### config.mk
export PLATFORM = sky130hd
export DESIGN_NAME = pcio_port
export DESIGN_NICKNAME = d
export VERILOG_FILES = /design/src/rtl/pcio_pkg.sv /design/src/rtl/pcio_mux_if.sv /design/src/rtl/pcio_pin_mux.sv /design/src/rtl/pcio_port.sv
export SDC_FILE = /design/constraint.sdc
export NUM_CORES = 1
export LEC_CHECK = 0
export BUFFER_PORTS_ARGS = -buffer_cell sky130_fd_sc_hd__buf_4
export CORE_MARGIN = 1.5
export CORE_UTILIZATION = 47
export DETAILED_ROUTE_END_ITERATION = 10
export PLACE_DENSITY = 0.78
export SLEW_MARGIN = 20
export SYNTH_ARGS = -nofsm -noshare
export SYNTH_HDL_FRONTEND = slang
export SYNTH_SLANG_ARGS = --single-unit
### constraint.sdc
create_clock -name CLOCK -period 2.4 [get_ports CLOCK]
set_input_delay 0.12 -clock CLOCK [delete_from_list [all_inputs] [get_ports CLOCK]]
set_output_delay 0.12 -clock CLOCK [all_outputs]
set_load 0.02 [all_outputs]
### src/rtl/pcio_pkg.sv
// shared constants and types for the general-purpose port block
package pcio_pkg;
  localparam int PORT_WIDTH = 8;
  localparam int ADDR_WIDTH = 8;
  localparam int DATA_WIDTH = 32;

  // register byte addresses
  localparam logic [ADDR_WIDTH-1:0] ADDR_PIN_DATA   = 8'h00;
  localparam logic [ADDR_WIDTH-1:0] ADDR_OUT_LATCH  = 8'h04;
  localparam logic [ADDR_WIDTH-1:0] ADDR_DIRECTION  = 8'h08;
  localparam logic [ADDR_WIDTH-1:0] ADDR_CONTROL    = 8'h0C;
  localparam logic [ADDR_WIDTH-1:0] ADDR_DRIVE_STAT = 8'h10;

  // control register fields
  localparam int CTRL_OSC_EN_BIT   = 0;
  localparam int CTRL_RELOCATE_BIT = 1;
  localparam int CTRL_TRISTATE_BIT = 2;
  localparam int CTRL_WIDTH        = 3;

  // reset values
  localparam logic [PORT_WIDTH-1:0] RESET_DIRECTION = 8'hFF;
  localparam logic [PORT_WIDTH-1:0] RESET_LATCH     = 8'h00;
  localparam logic [CTRL_WIDTH-1:0] RESET_CONTROL   = 3'h2;

  // pin assignments of the peripheral functions
  localparam int PIN_OSC_OUT   = 0;
  localparam int PIN_OSC_IN    = 1;
  localparam int PIN_CAPTURE2  = 1;
  localparam int PIN_ENHANCED  = 2;
  localparam int PIN_SPI_CLOCK = 3;

  localparam logic [1:0] RESP_OKAY   = 2'h0;
  localparam logic [1:0] RESP_SLVERR = 2'h2;

  typedef enum {
    PCIO_REG_PIN_DATA,
    PCIO_REG_OUT_LATCH,
    PCIO_REG_DIRECTION,
    PCIO_REG_CONTROL,
    PCIO_REG_DRIVE_STAT,
    PCIO_REG_NONE
  } pcio_reg_t;
endpackage

### src/rtl/pcio_mux_if.sv
// configuration and peripheral signals into the pin multiplexer, drive back out
`timescale 1ns/100ps
`default_nettype none
interface pcio_mux_if;
  import pcio_pkg::*;
  logic [PORT_WIDTH-1:0] direction;
  logic [PORT_WIDTH-1:0] latch;
  logic                  osc_en;
  logic                  relocate;
  logic                  tristate_cfg;
  logic                  capture_compare_unit_two_en;
  logic                  capture_compare_unit_two_out;
  logic                  eccp_en;
  logic                  eccp_out;
  logic                  pwm_shutdown;
  logic                  spi_clk_en;
  logic                  spi_clk_out;
  logic [PORT_WIDTH-1:0] ovr_en;
  logic [PORT_WIDTH-1:0] ovr_drive;
  logic [PORT_WIDTH-1:0] ovr_data;
  logic [PORT_WIDTH-1:0] pin_out;
  logic [PORT_WIDTH-1:0] pin_oe;

  modport ctrl (output direction, latch, osc_en, relocate, tristate_cfg, capture_compare_unit_two_en, capture_compare_unit_two_out,
                output eccp_en, eccp_out, pwm_shutdown, spi_clk_en, spi_clk_out,
                output ovr_en, ovr_drive, ovr_data, input pin_out, pin_oe);
  modport mux  (input direction, latch, osc_en, relocate, tristate_cfg, capture_compare_unit_two_en, capture_compare_unit_two_out,
                input eccp_en, eccp_out, pwm_shutdown, spi_clk_en, spi_clk_out,
                input ovr_en, ovr_drive, ovr_data, output pin_out, pin_oe);
endinterface
`default_nettype wire

### src/rtl/pcio_pin_mux.sv
// per-pin drive selection between latch, peripherals and the oscillator
`timescale 1ns/100ps
`default_nettype none
module pcio_pin_mux (
  pcio_mux_if.mux bus  // configuration in, pin drive out
);
  import pcio_pkg::*;

  genvar i;
  generate
    for (i = 0; i < PORT_WIDTH; i = i + 1) begin : g_pin
      always_comb begin
        // plain port function
        bus.pin_oe[i]  = ~bus.direction[i];
        bus.pin_out[i] = bus.latch[i];
        if (i == PIN_CAPTURE2 && bus.relocate && bus.capture_compare_unit_two_en && !bus.direction[i]) begin
          bus.pin_out[i] = bus.capture_compare_unit_two_out;
        end
        if (i == PIN_ENHANCED && bus.eccp_en && !bus.direction[i]) begin
          bus.pin_out[i] = bus.eccp_out;
          if (bus.pwm_shutdown && bus.tristate_cfg) begin
            bus.pin_oe[i] = 1'b0;
          end
        end
        if (i == PIN_SPI_CLOCK && bus.spi_clk_en && !bus.direction[i]) begin
          bus.pin_out[i] = bus.spi_clk_out;
        end
        // serial units force direction regardless of the direction bit
        if (bus.ovr_en[i]) begin
          bus.pin_oe[i]  = bus.ovr_drive[i];
          bus.pin_out[i] = bus.ovr_data[i];
        end
        // oscillator owns the two low pins as analog
        if ((i == PIN_OSC_OUT || i == PIN_OSC_IN) && bus.osc_en) begin
          bus.pin_oe[i]  = 1'b0;
          bus.pin_out[i] = 1'b0;
        end
      end
    end
  endgenerate
endmodule
`default_nettype wire

### src/rtl/pcio_port.sv
// eight-pin bidirectional port with AXI4-Lite registers and peripheral overrides
//
// Overview of operation
// - Eight pins, each with own direction, output latch and sampled input bit.
// - Direction bit one turns the pin driver off; pin is input only.
// - Direction bit zero drives the pin from its output latch bit.
// - Latch register is addressable and reads back latched values, not pins.
// - Capture unit two uses pin one unless relocate bit cleared; bit resets to one.
// - Enabled serial units force pin direction and data despite direction bits.
// - After power-on reset every pin is a digital input.
// - Direction register reads stored bits even while peripherals override pins.
// - Timer oscillator enabled takes pins zero and one as analog, digital off.
// - Pin one: unit two output overrides latch when output; else feeds capture.
// - Pin two: enhanced unit output overrides latch when output; else capture.
// - Enhanced channel A overrides data and may float during shutdown.
// - Pin three: SPI clock output overrides data when output; else clock input.
`timescale 1ns/100ps
`default_nettype none
module pcio_port (
  input  wire logic                            CLOCK,            // core clock
  input  wire logic                            NRST,             // async reset, low
  input  wire logic [pcio_pkg::ADDR_WIDTH-1:0] AWADDR,           // write address
  input  wire logic                            AWVALID,          // write address valid
  output logic                                 AWREADY,          // write address ready
  input  wire logic [pcio_pkg::DATA_WIDTH-1:0] WDATA,            // write data
  input  wire logic [3:0]                      WSTRB,            // write byte enables
  input  wire logic                            WVALID,           // write data valid
  output logic                                 WREADY,           // write data ready
  output logic [1:0]                           BRESP,            // write response
  output logic                                 BVALID,           // write response valid
  input  wire logic                            BREADY,           // write response ready
  input  wire logic [pcio_pkg::ADDR_WIDTH-1:0] ARADDR,           // read address
  input  wire logic                            ARVALID,          // read address valid
  output logic                                 ARREADY,          // read address ready
  output logic [pcio_pkg::DATA_WIDTH-1:0]      RDATA,            // read data
  output logic [1:0]                           RRESP,            // read response
  output logic                                 RVALID,           // read data valid
  input  wire logic                            RREADY,           // read data ready
  input  wire logic [pcio_pkg::PORT_WIDTH-1:0] PIN_IN,           // pin levels
  output logic [pcio_pkg::PORT_WIDTH-1:0]      PIN_OUT,          // pin drive value
  output logic [pcio_pkg::PORT_WIDTH-1:0]      PIN_OE,           // pin driver enable
  input  wire logic                            CAPTURE_COMPARE_UNIT_TWO_EN,          // unit two output on
  input  wire logic                            CAPTURE_COMPARE_UNIT_TWO_OUT,         // unit two compare/pwm
  input  wire logic                            ECCP_EN,          // enhanced unit on
  input  wire logic                            ECCP_OUT,         // enhanced channel A
  input  wire logic                            PWM_SHUTDOWN,     // shutdown event level
  input  wire logic                            SPI_CLK_EN,       // spi clock out on
  input  wire logic                            SPI_CLK_OUT,      // spi clock value
  input  wire logic [pcio_pkg::PORT_WIDTH-1:0] SER_OVR_EN,       // serial forcing pin
  input  wire logic [pcio_pkg::PORT_WIDTH-1:0] SER_OVR_DRIVE,    // forced as output
  input  wire logic [pcio_pkg::PORT_WIDTH-1:0] SER_OVR_DATA,     // forced value
  output logic                                 OSC_ACTIVE,       // pins 0/1 analog
  output logic                                 CAPTURE_COMPARE_UNIT_TWO_CAPTURE_IN,  // unit two capture
  output logic                                 ECCP_CAPTURE_IN,  // enhanced capture
  output logic                                 SPI_CLK_IN,       // spi clock input
  output logic                                 COUNTER_CLK_IN,   // timer counter input
  output logic [pcio_pkg::PORT_WIDTH-1:0]      PERIPH_IN         // sampled digital pins
);
  import pcio_pkg::*;

  logic [PORT_WIDTH-1:0] direction;
  logic [PORT_WIDTH-1:0] latch;
  logic [CTRL_WIDTH-1:0] control;
  logic [PORT_WIDTH-1:0] pin_meta;
  logic [PORT_WIDTH-1:0] pin_sync;
  logic [PORT_WIDTH-1:0] digital_in;
  logic [ADDR_WIDTH-1:0] aw_addr;
  logic [DATA_WIDTH-1:0] w_data;
  logic [3:0]            w_strb;
  logic                  aw_have;
  logic                  w_have;
  logic                  wr_fire;
  pcio_reg_t             wr_reg;
  pcio_reg_t             rd_reg;
  logic [DATA_WIDTH-1:0] next_rdata;

  pcio_mux_if mux_bus ();

  // address to register decode, shared by both channels
  function automatic pcio_reg_t decode_reg(input logic [ADDR_WIDTH-1:0] addr);
    case (addr)
      ADDR_PIN_DATA:   decode_reg = PCIO_REG_PIN_DATA;
      ADDR_OUT_LATCH:  decode_reg = PCIO_REG_OUT_LATCH;
      ADDR_DIRECTION:  decode_reg = PCIO_REG_DIRECTION;
      ADDR_CONTROL:    decode_reg = PCIO_REG_CONTROL;
      ADDR_DRIVE_STAT: decode_reg = PCIO_REG_DRIVE_STAT;
      default:         decode_reg = PCIO_REG_NONE;
    endcase
  endfunction

  // two-flop synchroniser on the pins
  always_ff @(posedge CLOCK or negedge NRST) begin
    if (!NRST) begin
      pin_meta <= '0;
      pin_sync <= '0;
    end else begin
      pin_meta <= PIN_IN;
      pin_sync <= pin_meta;
    end
  end

  // oscillator pins read as zero while analog
  always_comb begin
    digital_in = pin_sync;
    if (control[CTRL_OSC_EN_BIT]) begin
      digital_in[PIN_OSC_OUT] = 1'b0;
      digital_in[PIN_OSC_IN]  = 1'b0;
    end
  end

  // write address and data channels, taken in either order
  assign wr_fire = aw_have && w_have && !BVALID;
  assign wr_reg  = decode_reg(aw_addr);

  // write address channel, closed until the response is taken
  always_ff @(posedge CLOCK or negedge NRST) begin
    if (!NRST) begin
      AWREADY <= 1'b1;
      aw_have <= 1'b0;
      aw_addr <= '0;
    end else begin
      if (AWVALID && AWREADY) begin
        aw_have <= 1'b1;
        aw_addr <= AWADDR;
        AWREADY <= 1'b0;
      end
      if (wr_fire) begin
        aw_have <= 1'b0;
      end
      if (BVALID && BREADY) begin
        AWREADY <= 1'b1;
      end
    end
  end

  // write data channel, closed until the response is taken
  always_ff @(posedge CLOCK or negedge NRST) begin
    if (!NRST) begin
      WREADY <= 1'b1;
      w_have <= 1'b0;
      w_data <= '0;
      w_strb <= '0;
    end else begin
      if (WVALID && WREADY) begin
        w_have <= 1'b1;
        w_data <= WDATA;
        w_strb <= WSTRB;
        WREADY <= 1'b0;
      end
      if (wr_fire) begin
        w_have <= 1'b0;
      end
      if (BVALID && BREADY) begin
        WREADY <= 1'b1;
      end
    end
  end

  // write response, raised once both halves are held
  always_ff @(posedge CLOCK or negedge NRST) begin
    if (!NRST) begin
      BVALID <= 1'b0;
      BRESP  <= RESP_OKAY;
    end else begin
      if (wr_fire) begin
        BVALID <= 1'b1;
        BRESP  <= (wr_reg == PCIO_REG_NONE) ? RESP_SLVERR : RESP_OKAY;
      end
      if (BVALID && BREADY) begin
        BVALID <= 1'b0;
      end
    end
  end

  // software registers; only the low byte lane carries data
  always_ff @(posedge CLOCK or negedge NRST) begin
    if (!NRST) begin
      direction <= RESET_DIRECTION;
      latch     <= RESET_LATCH;
      control   <= RESET_CONTROL;
    end else if (wr_fire && w_strb[0]) begin
      case (wr_reg)
        PCIO_REG_PIN_DATA:  latch <= w_data[PORT_WIDTH-1:0];
        PCIO_REG_OUT_LATCH: latch <= w_data[PORT_WIDTH-1:0];
        PCIO_REG_DIRECTION: direction <= w_data[PORT_WIDTH-1:0];
        PCIO_REG_CONTROL:   control <= w_data[CTRL_WIDTH-1:0];
        default: begin
        end
      endcase
    end
  end

  // read data selection
  assign rd_reg = decode_reg(ARADDR);

  always_comb begin
    next_rdata = '0;
    case (rd_reg)
      PCIO_REG_PIN_DATA:   next_rdata[PORT_WIDTH-1:0] = digital_in;
      PCIO_REG_OUT_LATCH:  next_rdata[PORT_WIDTH-1:0] = latch;
      PCIO_REG_DIRECTION:  next_rdata[PORT_WIDTH-1:0] = direction;
      PCIO_REG_CONTROL:    next_rdata[CTRL_WIDTH-1:0] = control;
      PCIO_REG_DRIVE_STAT: next_rdata[PORT_WIDTH-1:0] = PIN_OE;
      default:             next_rdata = '0;
    endcase
  end

  // read address channel, one read in flight
  always_ff @(posedge CLOCK or negedge NRST) begin
    if (!NRST) begin
      ARREADY <= 1'b1;
    end else begin
      if (ARVALID && ARREADY) begin
        ARREADY <= 1'b0;
      end
      if (RVALID && RREADY) begin
        ARREADY <= 1'b1;
      end
    end
  end

  // read data, captured at the address handshake and held until taken
  always_ff @(posedge CLOCK or negedge NRST) begin
    if (!NRST) begin
      RVALID <= 1'b0;
      RDATA  <= '0;
      RRESP  <= RESP_OKAY;
    end else begin
      if (ARVALID && ARREADY) begin
        RVALID <= 1'b1;
        RDATA  <= next_rdata;
        RRESP  <= (rd_reg == PCIO_REG_NONE) ? RESP_SLVERR : RESP_OKAY;
      end
      if (RVALID && RREADY) begin
        RVALID <= 1'b0;
      end
    end
  end

  // multiplexer hookup
  assign mux_bus.direction    = direction;
  assign mux_bus.latch        = latch;
  assign mux_bus.osc_en       = control[CTRL_OSC_EN_BIT];
  assign mux_bus.relocate     = control[CTRL_RELOCATE_BIT];
  assign mux_bus.tristate_cfg = control[CTRL_TRISTATE_BIT];
  assign mux_bus.capture_compare_unit_two_en      = CAPTURE_COMPARE_UNIT_TWO_EN;
  assign mux_bus.capture_compare_unit_two_out     = CAPTURE_COMPARE_UNIT_TWO_OUT;
  assign mux_bus.eccp_en      = ECCP_EN;
  assign mux_bus.eccp_out     = ECCP_OUT;
  assign mux_bus.pwm_shutdown = PWM_SHUTDOWN;
  assign mux_bus.spi_clk_en   = SPI_CLK_EN;
  assign mux_bus.spi_clk_out  = SPI_CLK_OUT;
  assign mux_bus.ovr_en       = SER_OVR_EN;
  assign mux_bus.ovr_drive    = SER_OVR_DRIVE;
  assign mux_bus.ovr_data     = SER_OVR_DATA;

  pcio_pin_mux u_mux (
    .bus (mux_bus.mux)
  );

  // registered pin drive and peripheral inputs
  always_ff @(posedge CLOCK or negedge NRST) begin
    if (!NRST) begin
      PIN_OUT <= '0;
      PIN_OE  <= '0;
    end else begin
      PIN_OUT <= mux_bus.pin_out;
      PIN_OE  <= mux_bus.pin_oe;
    end
  end

  always_ff @(posedge CLOCK or negedge NRST) begin
    if (!NRST) begin
      OSC_ACTIVE      <= 1'b0;
      CAPTURE_COMPARE_UNIT_TWO_CAPTURE_IN <= 1'b0;
      ECCP_CAPTURE_IN <= 1'b0;
      SPI_CLK_IN      <= 1'b0;
      COUNTER_CLK_IN  <= 1'b0;
      PERIPH_IN       <= '0;
    end else begin
      OSC_ACTIVE      <= control[CTRL_OSC_EN_BIT];
      CAPTURE_COMPARE_UNIT_TWO_CAPTURE_IN <= control[CTRL_RELOCATE_BIT] && direction[PIN_CAPTURE2]
                         && digital_in[PIN_CAPTURE2];
      ECCP_CAPTURE_IN <= direction[PIN_ENHANCED] && digital_in[PIN_ENHANCED];
      SPI_CLK_IN      <= direction[PIN_SPI_CLOCK] && digital_in[PIN_SPI_CLOCK];
      COUNTER_CLK_IN  <= direction[PIN_OSC_OUT] && digital_in[PIN_OSC_OUT];
      PERIPH_IN       <= digital_in;
    end
  end
endmodule
`default_nettype wire
Yosys cells after proc, flatten, opt, wreduce, memory -nomap -nowiden
Cells that the tools add are included.
- output and inout bits: 70
- bits in read-only memories: 0
- latch bits: 0
- bits of input ports: 98
- logic and storage cells: 133
- flip-flop bits (word level): 100
- RAM bits: 0
- memories: 0
- reduce and logical (&&, ||, !) cells: 36
- magnitude comparators: 0
- equality and inequality tests: 17
- $add $sub $neg: 0
- multiply operators: 0
- divide/modulo/power cells: 0
- shift-type cells: 0
- bitwise gates (word level): 8
- muxes and demuxes: 46
- operator list (operator ; count):
    32-bit by 2-bit equality test with 1-bit output (second input constant) ; 4
    32-bit by 1-bit equality test with 1-bit output (second input constant) ; 2
    32-bit by 4-bit equality test with 1-bit output (second input constant) ; 2
    32-bit logical NOT ; 2
    3-bit one-hot mux with 5 select lines ; 3
    1-bit 2-to-1 mux ; 39
    32-bit by 3-bit equality test with 1-bit output (second input constant) ; 1
    8-bit by 4-bit equality test with 1-bit output (second input constant) ; 4
    5-bit one-hot mux with 4 select lines ; 1
    1-bit logical AND ; 18
    8-bit by 3-bit equality test with 1-bit output (second input constant) ; 2
    8-bit by 5-bit equality test with 1-bit output (second input constant) ; 2
    8-bit logical NOT ; 2
    2-bit nonzero test ; 6
    1-bit NOT ; 8
    2-bit 2-to-1 mux ; 3
    2-bit AND reduction ; 3
    1-bit logical NOT ; 4
    2-bit OR reduction ; 1

Depth between registers and ports, before layout
Gate-level depths: netlist of run 1.
- depth after elaboration: 5
- gate-level depth with buffers: 6
- gate-level depth less buffers: 4

Hierarchy
Synthesis of run 1 repeated with hierarchy kept, for this count alone.
- cells, all modules: 293
- area total of the unflattened synthesis: 3977.6 sq um
- modules (own cells, without submodules) (module ; cells each ; instances ; area each (sq um) ; sequential area each (sq um)):
    pcio_port ; 255 ; 1 ; 3736.1 ; 2467.4
    pcio_pin_mux ; 38 ; 1 ; 241.5 ; 0.0

Worst setup path after synthesis of run 1
OpenSTA, ideal clock, no wires.
- path type: register -> register
- from: register aw_addr[0]
- to: register latch[0]
- period minus slack after synthesis: 2051 ps
- path slack: 349 ps
- setup time: 125 ps
- arrival: 1926 ps
- required time: 2275 ps
- stages on the path, launching flop included: 5
- buffers on the path: 0
- cell sequence: dfrtp_1 or4_4 or4_4 nor2_8 mux2_2
- cells in the longest elaborated chain, start to end: 5
- elaborated cells between the ends (all ways): 10
- classes of those cells: eq/ne (5); mux (1); reduce/logical (4)
- ends and longest elaborated chain (element ; RTL line ; source):
    start: declaration ; pcio_port.sv:67 ; logic [ADDR_WIDTH-1:0] aw_addr;
    start signal: assignment ; pcio_port.sv:120 ; aw_addr <= '0;
    start signal: assignment ; pcio_port.sv:124 ; aw_addr <= AWADDR;
    8-bit by 5-bit equality test with 1-bit output (tied with other cells) ; pcio_port.sv:81 ; case (addr)
    3-bit one-hot mux with 5 select lines (*) ; pcio_port.sv:81 ;
    32-bit by 1-bit equality test with 1-bit output or 32-bit logical NOT (tied branches) ; pcio_port.sv:182 ; case (wr_reg)
    2-bit OR reduction (no source line) (*) ; - ;
    2-bit AND reduction (no source line) (*) ; - ;
    end signal: assignment ; pcio_port.sv:183 ; PCIO_REG_PIN_DATA: latch <= w_data[PORT_WIDTH-1:0];
    end signal: assignment ; pcio_port.sv:184 ; PCIO_REG_OUT_LATCH: latch <= w_data[PORT_WIDTH-1:0];
    end: declaration ; pcio_port.sv:62 ; logic [PORT_WIDTH-1:0] latch;
Mark *: on every way between the ends. The rest lies on a longest branch, timed or not.
A chain may end at the register's enable or synchronous reset.

Worst setup path after layout of run 1
- from: register aw_addr[0]
- to: register latch[1]
The elaborated chain is that of the path after synthesis.

==> results of run 1 <==
layout make-up:
type | count | area, sq um | area share, %
flip-flops and latches | 98 | 2470 | 45.4
clock inverters | 6 | 65.1 | 1.20
well taps | 105 | 131 | 2.42
clock buffers | 10 | 138 | 2.53
inverters | 5 | 18.8 | 0.346
multi-input cells | 183 | 1330 | 24.4
repair buffers | 156 | 1280 | 23.6
cell usage after synthesis:
library cell / n
dfstp_2: 12
and2_1: 4
inv_1: 5
nand3_1: 2
a22oi_1: 4
mux2i_1: 10
or2b_1: 1
mux2_2: 41
nand2_1: 20
and3_1: 4
o21a_1: 1
a311oi_1: 1
nor2_8: 1
dfrtp_1: 86
conb_1: 1
nand3b_1: 4
mux4_2: 3
nor3b_1: 1
nor4b_2: 1
or4_4: 2
a31oi_1: 1
buf_4: 26
o21ai_0: 22
buf_1: 1
clkbuf_1: 4
a221o_1: 1
nor2_1: 11
a21oi_1: 5
nand3b_2: 1
a22o_1: 3
a21o_1: 4
or4_1: 1
nor3_1: 2
nor2b_1: 5
nor4_1: 1
per-layer routing:
layer  vias up  share of wire [%]  track usage, %
met5         -                  0               0
met4         0                2.1            7.59
met3        17                4.2            2.82
met2       102                 53            36.8
met1      1400                 41            24.4
li1       1292                  -               -
worst max-delay path, cell delays in order (launching register included):
cell and delay [ns]:
dfrtp_1 0.39, or4_4 0.56, or4_4 0.57, nor2_8 0.21, mux2_2 0.37
per-stage QoR:
step / hold WS (ns) / area (sq um) / total power, mW
floorplan: -0.176 / 4030 / 2.75
global placement: 0.168 / 4830 / 3.08
detailed placement: 0.168 / 4830 / 3.14
CTS: 0.0000381 / 5420 / 4.25
global route: 0.00355 / 5430 / 4.44
finish: 0.00587 / 5430 / 4.23
power by group:
part | switching (mW) | total, mW | internal, mW
Combinational | 0.438 | 0.943 | 0.505
Clock | 0.554 | 1.07 | 0.513
Sequential | 0.242 | 2.22 | 1.98
worst max path at each step:
stage	cells past startpoint	end
3_5_place_dp	4	latch[1]
6_report	4	latch[1]
5_1_grt	4	direction[4]
3_3_place_gp	4	latch[0]
2_1_floorplan	4	latch[0]
4_1_cts	4	latch[1]
kinds of logic (layout without fill, tap and decap cells):
| kind of cell | after synthesis | in the layout | share of synthesized area (%) |
|---|---|---|---|
| AO/OA/AOI/OAI | 42 | 42 | 6.46 |
| buffers and inverters | 36 | 177 | 5.92 |
| flip-flops | 98 | 98 | 62.7 |
| multiplexers | 54 | 54 | 16.0 |
| other | 1 | 26 | 0.0954 |
| AND/OR/NAND/NOR | 61 | 61 | 8.78 |
==> flow_summary.ini, run 1 <==
[place]
gp_congestion = 0.711
post-place-ws_ns = 0.214
hpwl_mm = 6.00
port_buffers = 114
dp_cells = 507

[global_routing]
grt_pass1_wl_mm = 13.6
antenna_found_initial = 0
grt_max_degree = 51
gr-total-overflow = 0
grt_usage_pct = 20.3
grt_pass1_vias = 2847

[worst_setup_path]
critPathLaunchType = flip-flop
path_max_fanout = 8
worst_r2r_path_depth = 4
worstPathArrival_ns = 2.43
required_ns = 2.63
endpoint_kind = flip-flop
r2r-start = aw_addr[0]
rrSetupSlack_ns = 0.20
path_class = reg -> reg
rr_endpoint = latch[1]
startpoint = aw_addr[0]

[routing]
wirelength_mm = 8.83
avgViaCountPerCell = 4.99
drtAntennaViolNets = 0
drtIter0Drc = 87
drt_pass1_iterations = 4
vias = 2811
drt-wirelength-per-cell_um = 15.7
drcViolationCount = 0

[synth]
yosys_warnings = 0
synth.area.top_cells = dfrtp_1 55%, mux2_2 12%, dfstp_2 8.0%, buf_4 5.0%, o21ai_0 2.8%
syn_inst = 292
synth_top_area_share_pct = 54.7
avgSynthCellArea_sq_um = 13.5
ys_ff_latch = 98
synth_top_area_cell = dfrtp_1
synth_cell_types = 35
synth_area_sq_um = 3930
ys_seq_area_share_pct = 62.7

[pwr]
p_per_area_nw_per_um2 = 780
ir_drop_mv = 0.580
power_leakage_nw = 2.65

[layout]
instances_no_fill = 563
final_util_pct = 66.4
layout_common_cells = 115 x buf_4, 86 x dfrtp_1, 41 x mux2_2, 40 x dlygate4sd3_1, 26 x conb_1
synthToLayoutAreaGrowth_pct = 38.1
fill_cells = 630
nNetsFinal = 551
antenna_cells = 0
drive_gt1_share_pct = 42.1
mostFrequentLayoutCell = buf_4

[floorplan]
core-area_sq_um = 8180
die_area_sq_um = 8920
die_y_um = 94.5
io_pins = 168
die_w_um = 94.5
initial_core_util_pct = 48.1
fp-row-count = 33

[timing]
hold_viol = 0
rsz0062_at_grt = false
tns_ns = 0
tightest_slew_ns = 0.635
fmax_mhz = 455
fin_crit_ns = 2.20
final.period_utilization_pct = 91.6
setup_viol = 0
final.setup_skew_ns = 0.00919
finalMaxSlewViolations = 0
max_slew_margin_pct = 57.6
fin_ws_ns = 0.203

[clock_network]
cts.sinks = 98
cts_hold_buf = 39
numCtsBuffers = 9
post_cts_buffers = 0
cts_resized = 0
cts-root-buf = clkbuf_8
cts_tree = built
clockBufferDepth = 2
cts_max_level = 3
clkTransAtPathRegs_ns = 0.09
insertion_delay_ns = 0.34

[hold_path]
hp-class = in -> reg
hold_depth = 3
min_from = SER_OVR_DRIVE[0]
hold_end = PIN_OE[0]

[run]
drv_cap = 0

[status]
status = complete, no violations
(Power assumes the default switching activity.)
==> inputs of run 2 (changes only) <==
- PLACE_DENSITY: 0.78 -> 0.82
- SKIP_CTS_REPAIR_TIMING: not set -> 1
==> run 2 against run 1 <==
The run now ends with hold timing left. Hold slack worse by 0.019 ns. Routed wire length up 0.88%. First-iteration DRC count up 13%. Critical path depth unchanged. Via count down 0.75%. Power up 3.4%. Largest cell class unchanged.
==> flow_summary.ini, run 2 (same netlist as run 1, synthesis figures left out) <==
[routing]
drt-wirelength-per-cell_um = 15.8
drcViolationCount = 0
wirelength_mm = 8.91
avgViaCountPerCell = 4.94
vias = 2790
drt_pass1_iterations = 4
drtIter0Drc = 98
drtAntennaViolNets = 0

[worst_setup_path]
endpoint_kind = flip-flop
path_max_fanout = 8
critPathBufInv = 0
critPathTopFamily = simple AND/OR/NAND/NOR gates
rrSetupSlack_ns = 0.20
worst_r2r_path_depth = 4
path_class = reg -> reg
r2r-start = aw_addr[0]
rr_endpoint = latch[3]
worstPathArrival_ns = 2.44
path_cells = or4_4 -> or4_4 -> nor2_8 -> mux2_2
max_stage_delay_ns = 0.57
crit_path_frequent_cell = or4_4
critPathLaunchType = flip-flop
required_ns = 2.64
crit_path_top_delay_cell = or4_4

[timing]
tns_ns = 0
whs_ns = -0.0135
final.period_utilization_pct = 91.6
rsz0062_at_grt = false
final.setup_skew_ns = 0.00943
setup_viol = 0
max_slew_margin_pct = 55.6
fin_ws_ns = 0.202
tightest_slew_ns = 0.664
fmax_mhz = 455
fin_crit_ns = 2.20
finalMaxSlewViolations = 0
hold_viol = 4

[layout]
mostFrequentLayoutCell = buf_4
multi_input_area_sq_um = 1330
drive_gt1_share_pct = 41.7
regArea_sq_um = 2470
layout_common_cells = 114 x buf_4, 86 x dfrtp_1, 43 x dlygate4sd3_1, 41 x mux2_2, 26 x conb_1
nNetsFinal = 553
fill_cells = 581
synthToLayoutAreaGrowth_pct = 39.5
antenna_cells = 0
final_area_sq_um = 5490

[clock_network]
insertion_delay_ns = 0.36
numCtsBuffers = 9
cts.sinks = 98
cts-root-buf = clkbuf_8
cts_max_level = 3
cts_tree = built
clockBufferDepth = 2
clkTransAtPathRegs_ns = 0.09

[place]
hpwl_mm = 5.77
gp_congestion = 0.729
port_buffers = 114
post-place-ws_ns = 0.227
dpl-instance-area_sq_um = 4820

[global_routing]
grt_usage_pct = 18.8
grt_pass1_wl_mm = 12.4
grt_pass1_vias = 2512
antenna_found_initial = 0
grt_max_degree = 62
gr-total-overflow = 0

[run]
drv_cap = 0

[hold_path]
hp-class = in -> reg
hold_end = PIN_OE[6]
hold_depth = 3
min_from = SER_OVR_DRIVE[6]

[floorplan]
fp-row-count = 33
initial_core_util_pct = 48.1
die_w_um = 94.5
io_pins = 168
core-area_sq_um = 8180
die_area_sq_um = 8920
die_y_um = 94.5

[pwr]
p_per_area_nw_per_um2 = 798
power_mw = 4.38
power_leakage_nw = 2.67
ir_drop_mv = 0.564

[status]
failed_checks = hold timing
status = finished with violations
run 2: changes by cell type in the layout (fill, tap and decap cells not counted):
cell | previous run | this run
bufinv_16 | 1 | 2
buf_4 | 115 | 114
clkbuf_8 | 10 | 11
dlygate4sd3_1 | 40 | 43
clkinv_2 | 2 | 0
run 2: tightest hold or removal path, delay by kind of cell:
family          cells  cell delay, ns
buf+inv             1            0.08
compound gates      1            0.07
simple gates        1            0.04
run 2: layer usage:
| layer | wire (um) | track usage [%] |
|---|---|---|
| met5 | 0 | 0 |
| met4 | 194 | 9.95 |
| met3 | 522 | 3.95 |
| met2 | 4750 | 31.2 |
| met1 | 3440 | 23.0 |
run 2: final cells by class:
class                      instances  share of cell area (%)
timing repair buffer             158                    23.8
inverter                           5                   0.342
clock buffer                      11                    2.76
clock inverter                     5                    1.55
multi-input combinational        183                    24.2
sequential                        98                    45.0
tap                              105                    2.39
run 2: worst max path at each step:
stage,startpoint,to,slack (ns),depth (start not counted)
after floorplan,aw_addr[0],latch[0],0.35,4
after global placement,aw_addr[0],latch[7],0.26,4
after detailed placement,aw_addr[0],latch[4],0.23,4
after CTS,aw_addr[0],latch[3],0.20,4
after global routing,aw_addr[0],latch[3],0.15,4
final,aw_addr[0],latch[3],0.20,4
run 2: stage by stage:
stage          utilization [%]  instances
6_report                  67.1        565
5_1_grt                   67.1        565
2_1_floorplan                -        317
3_3_place_gp              59.0        506
4_1_cts                   61.8        522
3_5_place_dp              59.0        506
run 2: report_power, final:
group,switching (mW),internal (mW)
Clock,0.568,0.650
Combinational,0.435,0.503
Sequential,0.241,1.98
==> inputs of run 3 (changes only) <==
- ABC_AREA: not set -> 1
- CORE_UTILIZATION: 47 -> 48
- CTS_CLUSTER_DIAMETER: not set -> 120
- PLACE_DENSITY: 0.82 -> 0.83
- SYNTH_HIERARCHICAL: not set -> 1
==> run 3 against run 2 <==
The flow still finishes with violations (hold timing). Core utilization grew 1.7 points. Largest power group unchanged. Routed wire length grew 12%. Critical path type unchanged. Register-to-register slack gained 0.55 ns. Via count grew 25%. Cell count grew 29%. Final area grew 3.6%. Synthesized area grew 4.4%.
==> flow_summary.ini, run 3 <==
[status]
status = finished with violations
failed_checks = hold timing

[routing]
wirelength_mm = 9.96
drt_pass1_iterations = 4
vias = 3492
drcViolationCount = 0
drtAntennaViolNets = 0
avgViaCountPerCell = 4.79
drtIter0Drc = 170
drt-wirelength-per-cell_um = 13.7

[timing]
final.period_utilization_pct = 68.5
max_slew_margin_pct = 55.4
whs_ns = -0.0205
rsz0062_at_grt = false
finalMaxSlewViolations = 0
final.setup_skew_ns = 0.0141
tightest_slew_ns = 0.666
tns_ns = 0
hold_viol = 1
setup_viol = 0
fin_crit_ns = 1.64
fmax_mhz = 608

[hold_path]
hp-class = in -> reg

[clock_network]
insertion_delay_ns = 0.37
numCtsBuffers = 9
clockBufferDepth = 2
cts.sinks = 98
cts-root-buf = clkbuf_8
cts_max_level = 3
clkTransAtPathRegs_ns = 0.10
cts_tree = built

[place]
hpwl_mm = 6.85
gp_congestion = 0.845
port_buffers = 114
dp_cells = 665

[synth]
yosys_warnings = 6
syn_inst = 449
synth.area.top_cells = dfrtp_1 52%, nand2_1 14%, dfstp_2 7.7%, nand3_1 4.9%, buf_4 4.8%
synth_top_area_share_pct = 52.4
synth_edf_count = 0
synth_common_cells = 152 x nand2_1, 86 x dfrtp_1, 40 x nand3_1, 39 x inv_1, 26 x buf_4
avgSynthCellArea_sq_um = 9.14
ys.flop_type = dfrtp_1
yosysMostFrequentCell = nand2_1
synth_cell_types = 26
synth_area_sq_um = 4110
ys_ff_latch = 98
synth_top_area_cell = dfrtp_1
ys_seq_area_share_pct = 60.1
synthArstFlopShare_pct = 100

[layout]
mostFrequentLayoutCell = nand2_1
layout_common_cells = 152 x nand2_1, 114 x buf_4, 86 x dfrtp_1, 48 x dlygate4sd3_1, 40 x nand3_1
fill_cells = 627
regArea_sq_um = 2470
instances_no_fill = 729
final_util_pct = 68.8
synthToLayoutAreaGrowth_pct = 38.5
multi_input_area_sq_um = 1340
antenna_cells = 0
nNetsFinal = 717
drive_gt1_share_pct = 26.3

[floorplan]
fp-row-count = 33
initial_core_util_pct = 49.7
core-area_sq_um = 8260
die_y_um = 95.5
die_w_um = 95.5
die_area_sq_um = 9120
io_pins = 168

[worst_setup_path]
path_class = reg -> reg
required_ns = 2.70
crit_path_top_delay_cell = nor3_4
worstPathArrival_ns = 1.94
endpoint_kind = flip-flop
critPathLaunchType = flip-flop
path_max_fanout = 16
path_cells = inv_1 -> nand3_2 -> inv_2 -> nand2_1 -> nor3_4 -> nor2_1 -> a21oi_1
max_stage_delay_ns = 0.51

[run]
drv_cap = 0

[pwr]
p_per_area_nw_per_um2 = 825
power_leakage_nw = 2.96
power_mw = 4.69
ir_drop_mv = 0.467

[global_routing]
grt_pass1_vias = 3058
grt_usage_pct = 20.4
antenna_found_initial = 0
grt_pass1_wl_mm = 14.1
grt_max_degree = 68
gr-total-overflow = 0
## run 3: kinds of logic after synthesis
logic type	share of synthesized area, %
AO/OA/AOI/OAI	4.57
flip-flops	60.1
buffers and inverters	9.51
multiplexers	1.10
other	0.0913
AND/OR/NAND/NOR	24.6
## run 3: metal layers
layer | part of all wire, % | GRT usage (%) | vias to the layer above
met2 | 51 | 33.8 | 132
met5 | 0 | 0 | -
met1 | 42 | 26.3 | 1637
met4 | 1.4 | 9.07 | 0
li1 | - | - | 1710
met3 | 5.6 | 3.51 | 13
## run 3: final timing paths
kind / from / endpoint / slack [ns] / cells past startpoint
setup reg to reg: BVALID / direction[7] / 0.76 / 7
hold / removal: SER_OVR_DRIVE[5] / PIN_OE[5] / -0.02 / 3
hold reg to reg: pin_meta[3] / pin_sync[3] / 0.34 / 0
max in group asynchronous: NRST / direction[3] / 1.45 / 3
setup / recovery: BVALID / direction[7] / 0.76 / 7
min in group asynchronous: NRST / RDATA[0] / 0.22 / 2
## run 3: power breakdown
part	internal [mW]	switching, mW	leakage [nW]
clock network	0.513	0.634	0.111
logic	0.504	0.689	1.65
registers	2.05	0.295	1.19
## run 3: metrics by stage
stage	setup WS [ns]	area (sq um)	hold slack, ns
global placement	0.874	4980	0.0765
finish	0.756	5680	-0.0205
CTS	0.780	5200	-0.320
floorplan	1.06	4200	-0.176
detailed placement	0.809	4980	0.0788
global route	0.548	5680	-0.00714
## run 3: critical path: cells and delay by family (launching register included)
family / cells / cell delay, ns
DFF: 1 / 0.41
and+or+nand+nor: 4 / 0.83
buffers and inverters: 2 / 0.18
AOI/OAI and AO/OA: 1 / 0.15
## run 3: layout make-up
cell class              count  share of cell area (%)
clock inverters             7                    1.67
repair buffers            163                    23.9
clock buffers               9                    2.18
multi-input cells         302                    23.6
well taps                 105                    2.31
inverters                  45                    2.97
flip-flops and latches     98                    43.4
